[config.mk]
export PLATFORM = sky130hd
export DESIGN_NAME = pdk_panel_ctrl
export DESIGN_NICKNAME = d
export VERILOG_FILES = /design/src/rtl/pdk_pkg.sv /design/src/rtl/pdk_tmr_if.sv /design/src/rtl/pdk_hold_timer.sv /design/src/rtl/pdk_panel_ctrl.sv
export VERILOG_INCLUDE_DIRS = /design/src /design/src/rtl
export SDC_FILE = /design/constraint.sdc
export NUM_CORES = 1
export LEC_CHECK = 0
export BUFFER_PORTS_ARGS = -buffer_cell sky130_fd_sc_hd__clkbuf_2
export CAP_MARGIN = 10
export CORE_MARGIN = 2
export CORE_UTILIZATION = 40
export DETAILED_ROUTE_END_ITERATION = 12
export PLACE_DENSITY = 0.57
export SLEW_MARGIN = 30
export SYNTH_ARGS = -nofsm -noshare
export SYNTH_HDL_FRONTEND = slang
export SYNTH_SLANG_ARGS = --single-unit
[constraint.sdc]
create_clock -name clk_sys -period 10.44 [get_ports clk_sys]
set_input_delay 2.61 -clock clk_sys [delete_from_list [all_inputs] [get_ports clk_sys]]
set_output_delay 2.61 -clock clk_sys [all_outputs]
set_load 0.05 [all_outputs]
[src/rtl/pdk_params.svh]
`ifndef PDK_PARAMS_SVH
`define PDK_PARAMS_SVH

// register offsets
`define PDK_ADDR_LANG 8'h00
`define PDK_ADDR_MODE 8'h04
`define PDK_ADDR_STEP 8'h08
`define PDK_ADDR_BUZZ 8'h0c
`define PDK_ADDR_CONTRAST 8'h10
`define PDK_ADDR_MAXFREQ 8'h14
`define PDK_ADDR_UGROUP 8'h18
`define PDK_ADDR_WPROT 8'h1c
`define PDK_ADDR_SPEEDSEL 8'h20
`define PDK_ADDR_SETFREQ 8'h24
`define PDK_ADDR_STATUS 8'h28

// reset values
`define PDK_RST_LANG 3'h0
`define PDK_RST_MODE 4'h0
`define PDK_RST_STEP 3'h0
`define PDK_RST_BUZZ 1'h1
`define PDK_RST_CONTRAST 6'h3a
`define PDK_RST_MAXFREQ 20'h02ee0
`define PDK_RST_UGROUP 8'h00
`define PDK_RST_WPROT 2'h0
`define PDK_RST_SPEEDSEL 1'h0

// panel mode codes
`define PDK_MODE_DIAL 4'h0
`define PDK_MODE_POT 4'h1
`define PDK_MODE_DIAL_LK 4'ha
`define PDK_MODE_POT_LK 4'hb

// step sizes in 0.01 units, indexed by step code 0..4
`define PDK_STEP_MAXCODE 3'h4
`define PDK_STEP_0P01 20'h00001
`define PDK_STEP_0P10 20'h0000a
`define PDK_STEP_1P00 20'h00064
`define PDK_STEP_10P0 20'h003e8

// resolution thresholds (0.01 units)
`define PDK_COARSE_FREQ 20'h02710
`define PDK_COARSE_SPEED 20'h186a0

`define PDK_DIAL_CLICKS 5'h18

// status field positions
`define PDK_ST_LOCKED 0
`define PDK_ST_DISP 1
`define PDK_ST_PEND 3
`define PDK_ST_POS 8

// timing
`define PDK_CLK_HZ 64'd250000000
`define PDK_HOLD_S 64'd2
`define PDK_IDLE_S 64'd2
`define PDK_NVM_S 64'd10
`define PDK_HOLD_CYC (`PDK_HOLD_S * `PDK_CLK_HZ)
`define PDK_IDLE_CYC (`PDK_IDLE_S * `PDK_CLK_HZ)
`define PDK_NVM_CYC (`PDK_NVM_S * `PDK_CLK_HZ)

`endif

[src/rtl/pdk_pkg.sv]
package pdk_pkg;
  typedef enum logic [1:0] {
    PDK_DISP_MON = 2'b00,
    PDK_DISP_LOCK = 2'b01,
    PDK_DISP_REJ = 2'b10
  } pdk_disp_t;
endpackage

[src/rtl/pdk_tmr_if.sv]
`timescale 1ns/10ps
interface pdk_tmr_if;
  logic run;
  logic clr;
  logic expired;
  modport owner (output run, output clr, input expired);
  modport timer (input run, input clr, output expired);
endinterface

[src/rtl/pdk_hold_timer.sv]
`timescale 1ns/10ps
// counts cycles while run is high; expired stays high from LIMIT until run drops or clr is raised
module pdk_hold_timer #(
  parameter logic [31:0] LIMIT = 32'h0000_0010
) (
  input wire logic clk_sys,
  input wire logic reset,
  input wire logic ce,
  pdk_tmr_if.timer t
);
  logic [31:0] cnt_r;
  logic [31:0] cnt_nxt;
  logic exp_r;

  always_comb begin
    if (t.clr || !t.run) begin
      cnt_nxt = 32'h0;
    end else if (cnt_r == LIMIT) begin
      cnt_nxt = cnt_r;
    end else begin
      cnt_nxt = cnt_r + 32'h1;
    end
  end

  always_ff @(posedge clk_sys) begin
    if (reset) begin
      cnt_r <= 32'h0;
      exp_r <= 1'b0;
    end else if (ce) begin
      cnt_r <= cnt_nxt;
      exp_r <= (cnt_nxt == LIMIT);
    end
  end

  assign t.expired = exp_r;

  a_timer_reach: assert property (@(posedge clk_sys) disable iff (reset)
    exp_r |-> (cnt_r == LIMIT)) else $error("timer expired before its limit");
endmodule

[src/rtl/pdk_panel_ctrl.sv]
// Design decisions made here: the plain strobed port and the address map.
`timescale 1ns/10ps
`include "pdk_params.svh"
// Functional notes
// - language code 0..7, reset 0
// - mode 0,1,10,11; lock allowed at 10/11
// - potentiometer mode: dial updates frequency immediately
// - store changed frequency after 10s
// - mode key 2s locks dial and keys
// - mode key 2s again unlocks
// - lock/reject indication, monitor after 2s idle
// - stop key and monitor work while locked
// - dial raise clamps at maximum frequency
// - step code zero gives 0.01 per click
// - step codes give 0.01/0.10/1.00/10.00 below value 100
// - dial rotation is 24 clicks
// - value 100 or more: step at least 0.1
// - speed value 1000 or more: step at least 1
// - configured step only for set frequency
// - buzzer enable beeps on unit key press
// - enabled buzzer also sounds on fault
// - contrast 0..63, reset 58
// - settings writable only when user group 0; the user group and write protect registers here are writable in any group
// - step/buzzer/contrast writable while running
module pdk_panel_ctrl
  import pdk_pkg::*;
#(
  parameter logic [31:0] HOLD_CYCLES = 32'(`PDK_HOLD_CYC),
  parameter logic [31:0] IDLE_CYCLES = 32'(`PDK_IDLE_CYC),
  parameter logic [31:0] NVM_CYCLES = 32'(`PDK_NVM_CYC)
) (
  input wire logic clk_sys,
  input wire logic reset,
  input wire logic ce,
  input wire logic [7:0] addr,
  input wire logic [31:0] wdata,
  input wire logic wr,
  input wire logic rd,
  output logic [31:0] rdata_r,
  input wire logic dial_cw,
  input wire logic dial_ccw,
  input wire logic key_mode,
  input wire logic key_set,
  input wire logic key_other,
  input wire logic key_stop,
  input wire logic key_pu,
  input wire logic drive_fault,
  input wire logic motor_running,
  input wire logic edit_set_freq,
  output logic [19:0] set_freq_r,
  output logic [19:0] pend_freq_r,
  output logic nvm_we_r,
  output logic [19:0] nvm_data_r,
  output logic locked_r,
  output pdk_disp_t disp_r,
  output logic stop_cmd_r,
  output logic beep_r,
  output logic param_inc_r,
  output logic param_dec_r,
  output logic [4:0] dial_pos_r,
  output logic [2:0] display_language_select_r,
  output logic [5:0] lcd_contrast_level_r
);
  logic [3:0] dial_mode_lock_select_r;
  logic [2:0] dial_step_size_r;
  logic buzzer_enable_r;
  logic [19:0] max_frequency_limit_r;
  logic [7:0] user_group_read_select_r;
  logic [1:0] write_protect_select_r;
  logic machine_speed_display_select_r;
  logic nvm_pend_r;
  logic hold_used_r;
  logic fault_d_r;

  pdk_tmr_if hold_t ();
  pdk_tmr_if idle_t ();
  pdk_tmr_if nvm_t ();

  logic pot_mode;
  logic lock_ok;
  logic grp_ok;
  logic run_ok;
  logic dial_act;
  logic dial_up;
  logic touch;
  logic tog;
  logic wr_set;
  logic [19:0] base_val;
  logic [19:0] step;
  logic [19:0] dial_val;
  logic [20:0] sum;

  assign pot_mode = (dial_mode_lock_select_r == `PDK_MODE_POT) ||
                    (dial_mode_lock_select_r == `PDK_MODE_POT_LK);
  assign lock_ok = (dial_mode_lock_select_r == `PDK_MODE_DIAL_LK) ||
                   (dial_mode_lock_select_r == `PDK_MODE_POT_LK);
  assign grp_ok = (user_group_read_select_r == 8'h00);
  assign run_ok = !motor_running || (write_protect_select_r != 2'h0);
  assign dial_act = (dial_cw ^ dial_ccw) && !locked_r;
  assign dial_up = dial_cw;
  assign touch = dial_cw || dial_ccw || key_set || key_other;
  assign tog = lock_ok && hold_t.expired && !hold_used_r;
  assign wr_set = edit_set_freq && ((dial_act && pot_mode) ||
                  (key_set && !locked_r && !pot_mode));
  assign base_val = pot_mode ? set_freq_r : pend_freq_r;

  // step per click, widened to the display resolution
  always_comb begin
    case (dial_step_size_r)
      3'h2: step = `PDK_STEP_0P10;
      3'h3: step = `PDK_STEP_1P00;
      3'h4: step = `PDK_STEP_10P0;
      default: step = `PDK_STEP_0P01;
    endcase
    if (base_val >= `PDK_COARSE_FREQ && step < `PDK_STEP_0P10) begin
      step = `PDK_STEP_0P10;
    end
    if (machine_speed_display_select_r && base_val >= `PDK_COARSE_SPEED && step < `PDK_STEP_1P00) begin
      step = `PDK_STEP_1P00;
    end
  end

  always_comb begin
    sum = {1'b0, base_val} + {1'b0, step};
    if (dial_up) begin
      if (sum > {1'b0, max_frequency_limit_r}) begin
        dial_val = max_frequency_limit_r;
      end else begin
        dial_val = sum[19:0];
      end
    end else if (base_val < step) begin
      dial_val = 20'h0;
    end else begin
      dial_val = base_val - step;
    end
  end

  // register writes
  always_ff @(posedge clk_sys) begin
    if (reset) begin
      display_language_select_r <= `PDK_RST_LANG;
      dial_mode_lock_select_r <= `PDK_RST_MODE;
      dial_step_size_r <= `PDK_RST_STEP;
      buzzer_enable_r <= `PDK_RST_BUZZ;
      lcd_contrast_level_r <= `PDK_RST_CONTRAST;
      max_frequency_limit_r <= `PDK_RST_MAXFREQ;
      user_group_read_select_r <= `PDK_RST_UGROUP;
      write_protect_select_r <= `PDK_RST_WPROT;
      machine_speed_display_select_r <= `PDK_RST_SPEEDSEL;
    end else if (ce && wr) begin
      case (addr)
        `PDK_ADDR_LANG: if (grp_ok && run_ok) begin
          display_language_select_r <= wdata[2:0];
        end
        `PDK_ADDR_MODE: if (grp_ok && run_ok && (wdata[31:4] == 28'h0) &&
                            (wdata[3:0] == `PDK_MODE_DIAL || wdata[3:0] == `PDK_MODE_POT ||
                             wdata[3:0] == `PDK_MODE_DIAL_LK || wdata[3:0] == `PDK_MODE_POT_LK)) begin
          dial_mode_lock_select_r <= wdata[3:0];
        end
        `PDK_ADDR_STEP: if (grp_ok && wdata[31:3] == 29'h0 && wdata[2:0] <= `PDK_STEP_MAXCODE) begin
          dial_step_size_r <= wdata[2:0];
        end
        `PDK_ADDR_BUZZ: if (grp_ok) begin
          buzzer_enable_r <= wdata[0];
        end
        `PDK_ADDR_CONTRAST: if (grp_ok) begin
          lcd_contrast_level_r <= wdata[5:0];
        end
        `PDK_ADDR_MAXFREQ: if (grp_ok && run_ok) begin
          max_frequency_limit_r <= wdata[19:0];
        end
        `PDK_ADDR_UGROUP: begin
          user_group_read_select_r <= wdata[7:0];
        end
        `PDK_ADDR_WPROT: begin
          write_protect_select_r <= wdata[1:0];
        end
        `PDK_ADDR_SPEEDSEL: if (grp_ok && run_ok) begin
          machine_speed_display_select_r <= wdata[0];
        end
        default: begin
        end
      endcase
    end
  end

  // register reads, one cycle later; unmapped reads return zero
  always_ff @(posedge clk_sys) begin
    if (reset) begin
      rdata_r <= 32'h0;
    end else if (ce) begin
      rdata_r <= 32'h0;
      if (rd) begin
        case (addr)
          `PDK_ADDR_LANG: rdata_r <= {29'h0, display_language_select_r};
          `PDK_ADDR_MODE: rdata_r <= {28'h0, dial_mode_lock_select_r};
          `PDK_ADDR_STEP: rdata_r <= {29'h0, dial_step_size_r};
          `PDK_ADDR_BUZZ: rdata_r <= {31'h0, buzzer_enable_r};
          `PDK_ADDR_CONTRAST: rdata_r <= {26'h0, lcd_contrast_level_r};
          `PDK_ADDR_MAXFREQ: rdata_r <= {12'h0, max_frequency_limit_r};
          `PDK_ADDR_UGROUP: rdata_r <= {24'h0, user_group_read_select_r};
          `PDK_ADDR_WPROT: rdata_r <= {30'h0, write_protect_select_r};
          `PDK_ADDR_SPEEDSEL: rdata_r <= {31'h0, machine_speed_display_select_r};
          `PDK_ADDR_SETFREQ: rdata_r <= {12'h0, set_freq_r};
          `PDK_ADDR_STATUS: rdata_r <= {19'h0, dial_pos_r, 4'h0, nvm_pend_r, disp_r, locked_r};
          default: rdata_r <= 32'h0;
        endcase
      end
    end
  end

  // set frequency and direct-mode pending value
  always_ff @(posedge clk_sys) begin
    if (reset) begin
      set_freq_r <= 20'h0;
      pend_freq_r <= 20'h0;
    end else if (ce) begin
      if (wr_set) begin
        set_freq_r <= pot_mode ? dial_val : pend_freq_r;
      end
      if (edit_set_freq && dial_act && !pot_mode) begin
        pend_freq_r <= dial_val;
      end else if (!edit_set_freq || pot_mode) begin
        pend_freq_r <= set_freq_r;
      end
    end
  end

  // other frequency parameters get plain single-step pulses
  always_ff @(posedge clk_sys) begin
    if (reset) begin
      param_inc_r <= 1'b0;
      param_dec_r <= 1'b0;
    end else if (ce) begin
      param_inc_r <= dial_act && !edit_set_freq && dial_cw;
      param_dec_r <= dial_act && !edit_set_freq && dial_ccw;
    end
  end

  always_ff @(posedge clk_sys) begin
    if (reset) begin
      dial_pos_r <= 5'h0;
    end else if (ce && dial_act) begin
      if (dial_cw) begin
        dial_pos_r <= (dial_pos_r == `PDK_DIAL_CLICKS - 5'h1) ? 5'h0 : dial_pos_r + 5'h1;
      end else begin
        dial_pos_r <= (dial_pos_r == 5'h0) ? `PDK_DIAL_CLICKS - 5'h1 : dial_pos_r - 5'h1;
      end
    end
  end

  // delayed store to nonvolatile memory; a new change restarts the delay
  assign nvm_t.run = nvm_pend_r;
  assign nvm_t.clr = wr_set;
  pdk_hold_timer #(.LIMIT(NVM_CYCLES)) u_nvm_tmr (
    .clk_sys(clk_sys),
    .reset(reset),
    .ce(ce),
    .t(nvm_t)
  );

  always_ff @(posedge clk_sys) begin
    if (reset) begin
      nvm_pend_r <= 1'b0;
      nvm_we_r <= 1'b0;
      nvm_data_r <= 20'h0;
    end else if (ce) begin
      nvm_we_r <= 1'b0;
      if (wr_set) begin
        nvm_pend_r <= 1'b1;
      end else if (nvm_pend_r && nvm_t.expired) begin
        nvm_pend_r <= 1'b0;
        nvm_we_r <= 1'b1;
        nvm_data_r <= set_freq_r;
      end
    end
  end

  // long press of the mode key
  assign hold_t.run = key_mode && lock_ok;
  assign hold_t.clr = !key_mode;
  pdk_hold_timer #(.LIMIT(HOLD_CYCLES)) u_hold_tmr (
    .clk_sys(clk_sys),
    .reset(reset),
    .ce(ce),
    .t(hold_t)
  );

  always_ff @(posedge clk_sys) begin
    if (reset) begin
      hold_used_r <= 1'b0;
      locked_r <= 1'b0;
    end else if (ce) begin
      hold_used_r <= key_mode && (hold_used_r || hold_t.expired);
      if (!lock_ok) begin
        locked_r <= 1'b0;
      end else if (tog) begin
        locked_r <= !locked_r;
      end
    end
  end

  // panel display: lock and reject fall back to monitor after idle time
  assign idle_t.run = (disp_r != PDK_DISP_MON);
  assign idle_t.clr = tog || (locked_r && touch);
  pdk_hold_timer #(.LIMIT(IDLE_CYCLES)) u_idle_tmr (
    .clk_sys(clk_sys),
    .reset(reset),
    .ce(ce),
    .t(idle_t)
  );

  always_ff @(posedge clk_sys) begin
    if (reset) begin
      disp_r <= PDK_DISP_MON;
    end else if (ce) begin
      if (tog) begin
        disp_r <= locked_r ? PDK_DISP_MON : PDK_DISP_LOCK;
      end else if (locked_r && touch) begin
        disp_r <= PDK_DISP_REJ;
      end else if (idle_t.expired) begin
        disp_r <= PDK_DISP_MON;
      end
    end
  end

  always_ff @(posedge clk_sys) begin
    if (reset) begin
      stop_cmd_r <= 1'b0;
      beep_r <= 1'b0;
      fault_d_r <= 1'b0;
    end else if (ce) begin
      stop_cmd_r <= key_stop;
      fault_d_r <= drive_fault;
      beep_r <= buzzer_enable_r && (key_pu || (drive_fault && !fault_d_r));
    end
  end

  a_lock_needs_mode: assert property (@(posedge clk_sys) disable iff (reset)
    $rose(locked_r) |-> $past(lock_ok)) else $error("lock entered in a mode without lock");
  a_locked_freq_hold: assert property (@(posedge clk_sys) disable iff (reset)
    locked_r |=> $stable(set_freq_r)) else $error("set frequency moved while locked");
  a_stop_passes: assert property (@(posedge clk_sys) disable iff (reset)
    (ce && key_stop) |=> stop_cmd_r) else $error("stop key not forwarded");
  a_max_clamp: assert property (@(posedge clk_sys) disable iff (reset)
    (ce && wr_set && pot_mode && dial_cw && !dial_ccw) |=> (set_freq_r <= $past(max_frequency_limit_r)))
    else $error("dial raised frequency above maximum");
  a_floor_zero: assert property (@(posedge clk_sys) disable iff (reset)
    (ce && wr_set && pot_mode && dial_ccw && !dial_cw && set_freq_r < step) |=> (set_freq_r == 20'h0))
    else $error("dial down did not saturate at zero");
  a_pot_immediate: assert property (@(posedge clk_sys) disable iff (reset)
    (ce && edit_set_freq && pot_mode && !locked_r && dial_cw && !dial_ccw &&
     set_freq_r < max_frequency_limit_r) |=> $changed(set_freq_r)) else $error("potentiometer dial not applied");
  a_step_fine: assert property (@(posedge clk_sys) disable iff (reset)
    (ce && wr_set && pot_mode && dial_cw && !dial_ccw && dial_step_size_r == 3'h0 &&
     set_freq_r < 20'h02700 && set_freq_r < max_frequency_limit_r) |=> (set_freq_r == $past(set_freq_r) + 20'h1))
    else $error("default step is not one hundredth");
  a_nvm_after_pend: assert property (@(posedge clk_sys) disable iff (reset)
    $rose(nvm_we_r) |-> ($past(nvm_pend_r) && !nvm_pend_r)) else $error("store without pending change");
  a_beep_key: assert property (@(posedge clk_sys) disable iff (reset)
    (ce && key_pu) |=> (beep_r == $past(buzzer_enable_r))) else $error("beep does not follow enable");
  a_grp_block: assert property (@(posedge clk_sys) disable iff (reset)
    (ce && wr && addr == `PDK_ADDR_CONTRAST && user_group_read_select_r != 8'h00) |=> $stable(lcd_contrast_level_r))
    else $error("write accepted outside user group 0");
endmodule

==> metrics <==
crit end category flop; PortBufs 156; Fmax 121.5 MHz; final setup violation count 0; Tcrit/Tclk final 78.86%; drt pass-1 iters 8; Row Count 73; peak supply drop 0.1329 mV; fin util 45.56%; DP Worst Slack 2.511 ns; Post-Syn Area 15930 µm²; smallest setup slack after layout 2.207 ns; share of the synthesized area in the top cell type 30.54%; Yosys top cell by area dfxtp_1; P&R area growth vs syn 13.13%; Critical Path Slowest Stage Cell mux2i_1; Yosys cell types 89; actual slew at the worst max-slew pin 0.9265 ns; worst min path class flop to flop; Worst-path clk slew 0.06 ns; CTS resizes 0; CP peak stage delay 0.78 ns; Synth warnings 0; die width 203.6 µm; final hold vios 0; vias in the first global route 15825; arrival time at the worst endpoint 8.73 ns; worst setup path class flop to flop; routed vias 16816; startpoint types flop; Yosys reg bits 243; setup TNS 0 ns; die area 41430 µm²; status complete, no violations; CTS tree done; largest cells by area after synthesis dfxtp_1, nor2_1, nand2_1; ys flop type dfxtp_1; drc violations 0; Antenna Cells 0; Vias/cell 5.972; Clock Sinks 243; EDFF count, synth 0; CTS Buf Count 29; total gr overflow 0; Initial Util 40.28%; Routed WL 60.12 mm; total track usage 28.58%; count of hold-fix buffers inserted at cts 0; Bufs on Longest Clock Path 3; most used cell, CP nand2_1; htree depth 1; Filler Cell Count 4084; RSZ-0062 raised after global routing false; fin crit period 8.233 ns; Top Ports 169; PwrDens 140.3 nW/µm²; Placed Area 16950 µm²; Clock Latency Late Sink 0.59 ns; post-synthesis sequential area ratio 30.54%; max-slew violations 0; drt first-iter violations 1651; Max transition margin 36.47%; final instance area 18020 µm²; Fin Clk Skew 0.01778 ns; Avg Cell Area, Syn 7.224 µm²; root buf cell clkbuf_16; WHS 0.4518 ns; post-synthesis cell count 2205; global-route wire length before repair 93.00 mm; Worst EP required 10.93 ns; largest net degree at the start of global routing 85; final net count 2372; async set-reset flop share out of synthesis 0%; Die Ht 203.6 µm; share of cells above drive strength 1 12.00%; initial antenna violation count 2; Core Area 39550 µm²; Post-CTS Setup Bufs 0; crit-path max FO 38; max-cap violations 0; gp weighted congestion 0.9295; WL/cell 21.35 µm; Antenna Nets Post-Route 0; hpwl dp 42.97 mm; Pleak 6.754 nW
[placed cells by master (no fill, tap or decap), drive strengths merged, types with 8 or more instances in the layout]
master  synthesis  layout
o21a           10      10
o21ai         148     148
dfxtp         243     243
nor2          285     285
nand4          37      37
or4             9       9
nor4           41      41
and2           16      16
xnor2          45      45
buf            34      30
ha             47      47
inv            73      75
nand3b         10      10
a22o            8       8
mux2            8       8
and4           14      14
a31oi          21      21
and3           41      41
nand2b         21      21
o211ai         16      16
a21oi         195     195
nor3           79      79
a22oi          38      38
xor2           32      32
mux2i          53      53
or3            38      38
nor3b          10      10
clkbuf        129     195
a311oi         20      20
nand2         282     282
a222oi          8       8
conb            1      12
a221oi          8       8
nor2b          17      17
nand3          62      62
o31ai          10      10
[synth_stat cells, types with 43 or more instances]
master,count
a21oi_1,194
clkbuf_1,127
dfxtp_1,243
ha_1,47
inv_1,73
mux2i_1,53
nand2_1,281
nand3_1,62
nor2_1,285
nor3_1,76
o21ai_0,145
xnor2_1,43
[report_power, final]
| group | total (mW) | switching [mW] | internal (mW) |
|---|---|---|---|
| Combinational | 0.449 | 0.311 | 0.138 |
| Clock | 1.11 | 0.435 | 0.674 |
| Sequential | 0.970 | 0.0300 | 0.940 |
| Total | 2.53 | 0.776 | 1.75 |
[sequential cells by signal (all words and copies together), names as in the netlist, 2 cells and up]
name                       flops
u_idle_tmr.cnt_r              32
nvm_data_r                    20
u_hold_tmr.cnt_r              32
write_protect_select_r         2
set_freq_r                    20
pend_freq_r                   20
display_language_select_r      3
dial_step_size_r               3
user_group_read_select_r       8
disp_r                         2
dial_pos_r                     5
max_frequency_limit_r         20
u_nvm_tmr.cnt_r               32
dial_mode_lock_select_r        4
rdata_r                       20
lcd_contrast_level_r           6
[critical path, delay by kind of cell (launching register included)]
family                     cells  cell delay [ns]
muxes                          1             0.78
DFF                            1             0.39
xor gates and xnor gates       1             0.21
and+or+nand+nor                9             2.23
buffers and inverters          4             0.92
AOI/OAI and AO/OA              9             3.00
adders and majority gates      2             0.59
[layout make-up]
type | count | area, µm² | area share (%)
clock buffers | 41 | 860.8 | 4.777
multi-input cells | 1736 | 10170 | 56.42
clock inverters | 13 | 190.2 | 1.055
well taps | 525 | 656.9 | 3.645
flip-flops and latches | 243 | 4865 | 27.00
repair buffers | 184 | 1003 | 5.569
inverters | 74 | 277.8 | 1.541
[path summary, 6_finish.rpt]
path	from	to	slack (ns)	cells past startpoint
hold / removal	nvm_data_r[9]$_SDFFE_PP0P_	nvm_data_r[9]$_SDFFE_PP0P_	0.45	2
setup / recovery	dial_mode_lock_select_r[0]$_SDFFE_PP0P_	pend_freq_r[11]$_SDFFE_PP0P_	2.21	26
hold reg to reg	nvm_data_r[9]$_SDFFE_PP0P_	nvm_data_r[9]$_SDFFE_PP0P_	0.45	2
setup reg to reg	dial_mode_lock_select_r[0]$_SDFFE_PP0P_	pend_freq_r[11]$_SDFFE_PP0P_	2.21	26
[per-stage QoR]
stage / power, mW / cells
3_5_place_dp: 1.426 / 2761
3_3_place_gp: 1.425 / 2761
2_1_floorplan: 1.276 / 2216
4_1_cts: 2.540 / 2815
5_1_grt: 2.619 / 2816
6_report: 2.528 / 2816
[layer usage]
metal  GRT usage, %  vias up  part of all wire (%)
met2          42.98      719                    43
met1          39.65     7973                    44
li1               -     7992                     -
met3          5.801      126                   8.6
met5              0        -                 0.070
met4          12.07        6                   4.4
[cells by family after synthesis]
family	share of synthesized area (%)
AOI/OAI and AO/OA	21.61
xor gates and xnor gates	4.375
adders and majority gates	3.943
buffers and inverters	6.135
DFF	30.54
muxes	3.896
other	0.02354
and+or+nand+nor	29.48
(Power assumes the default switching activity.)
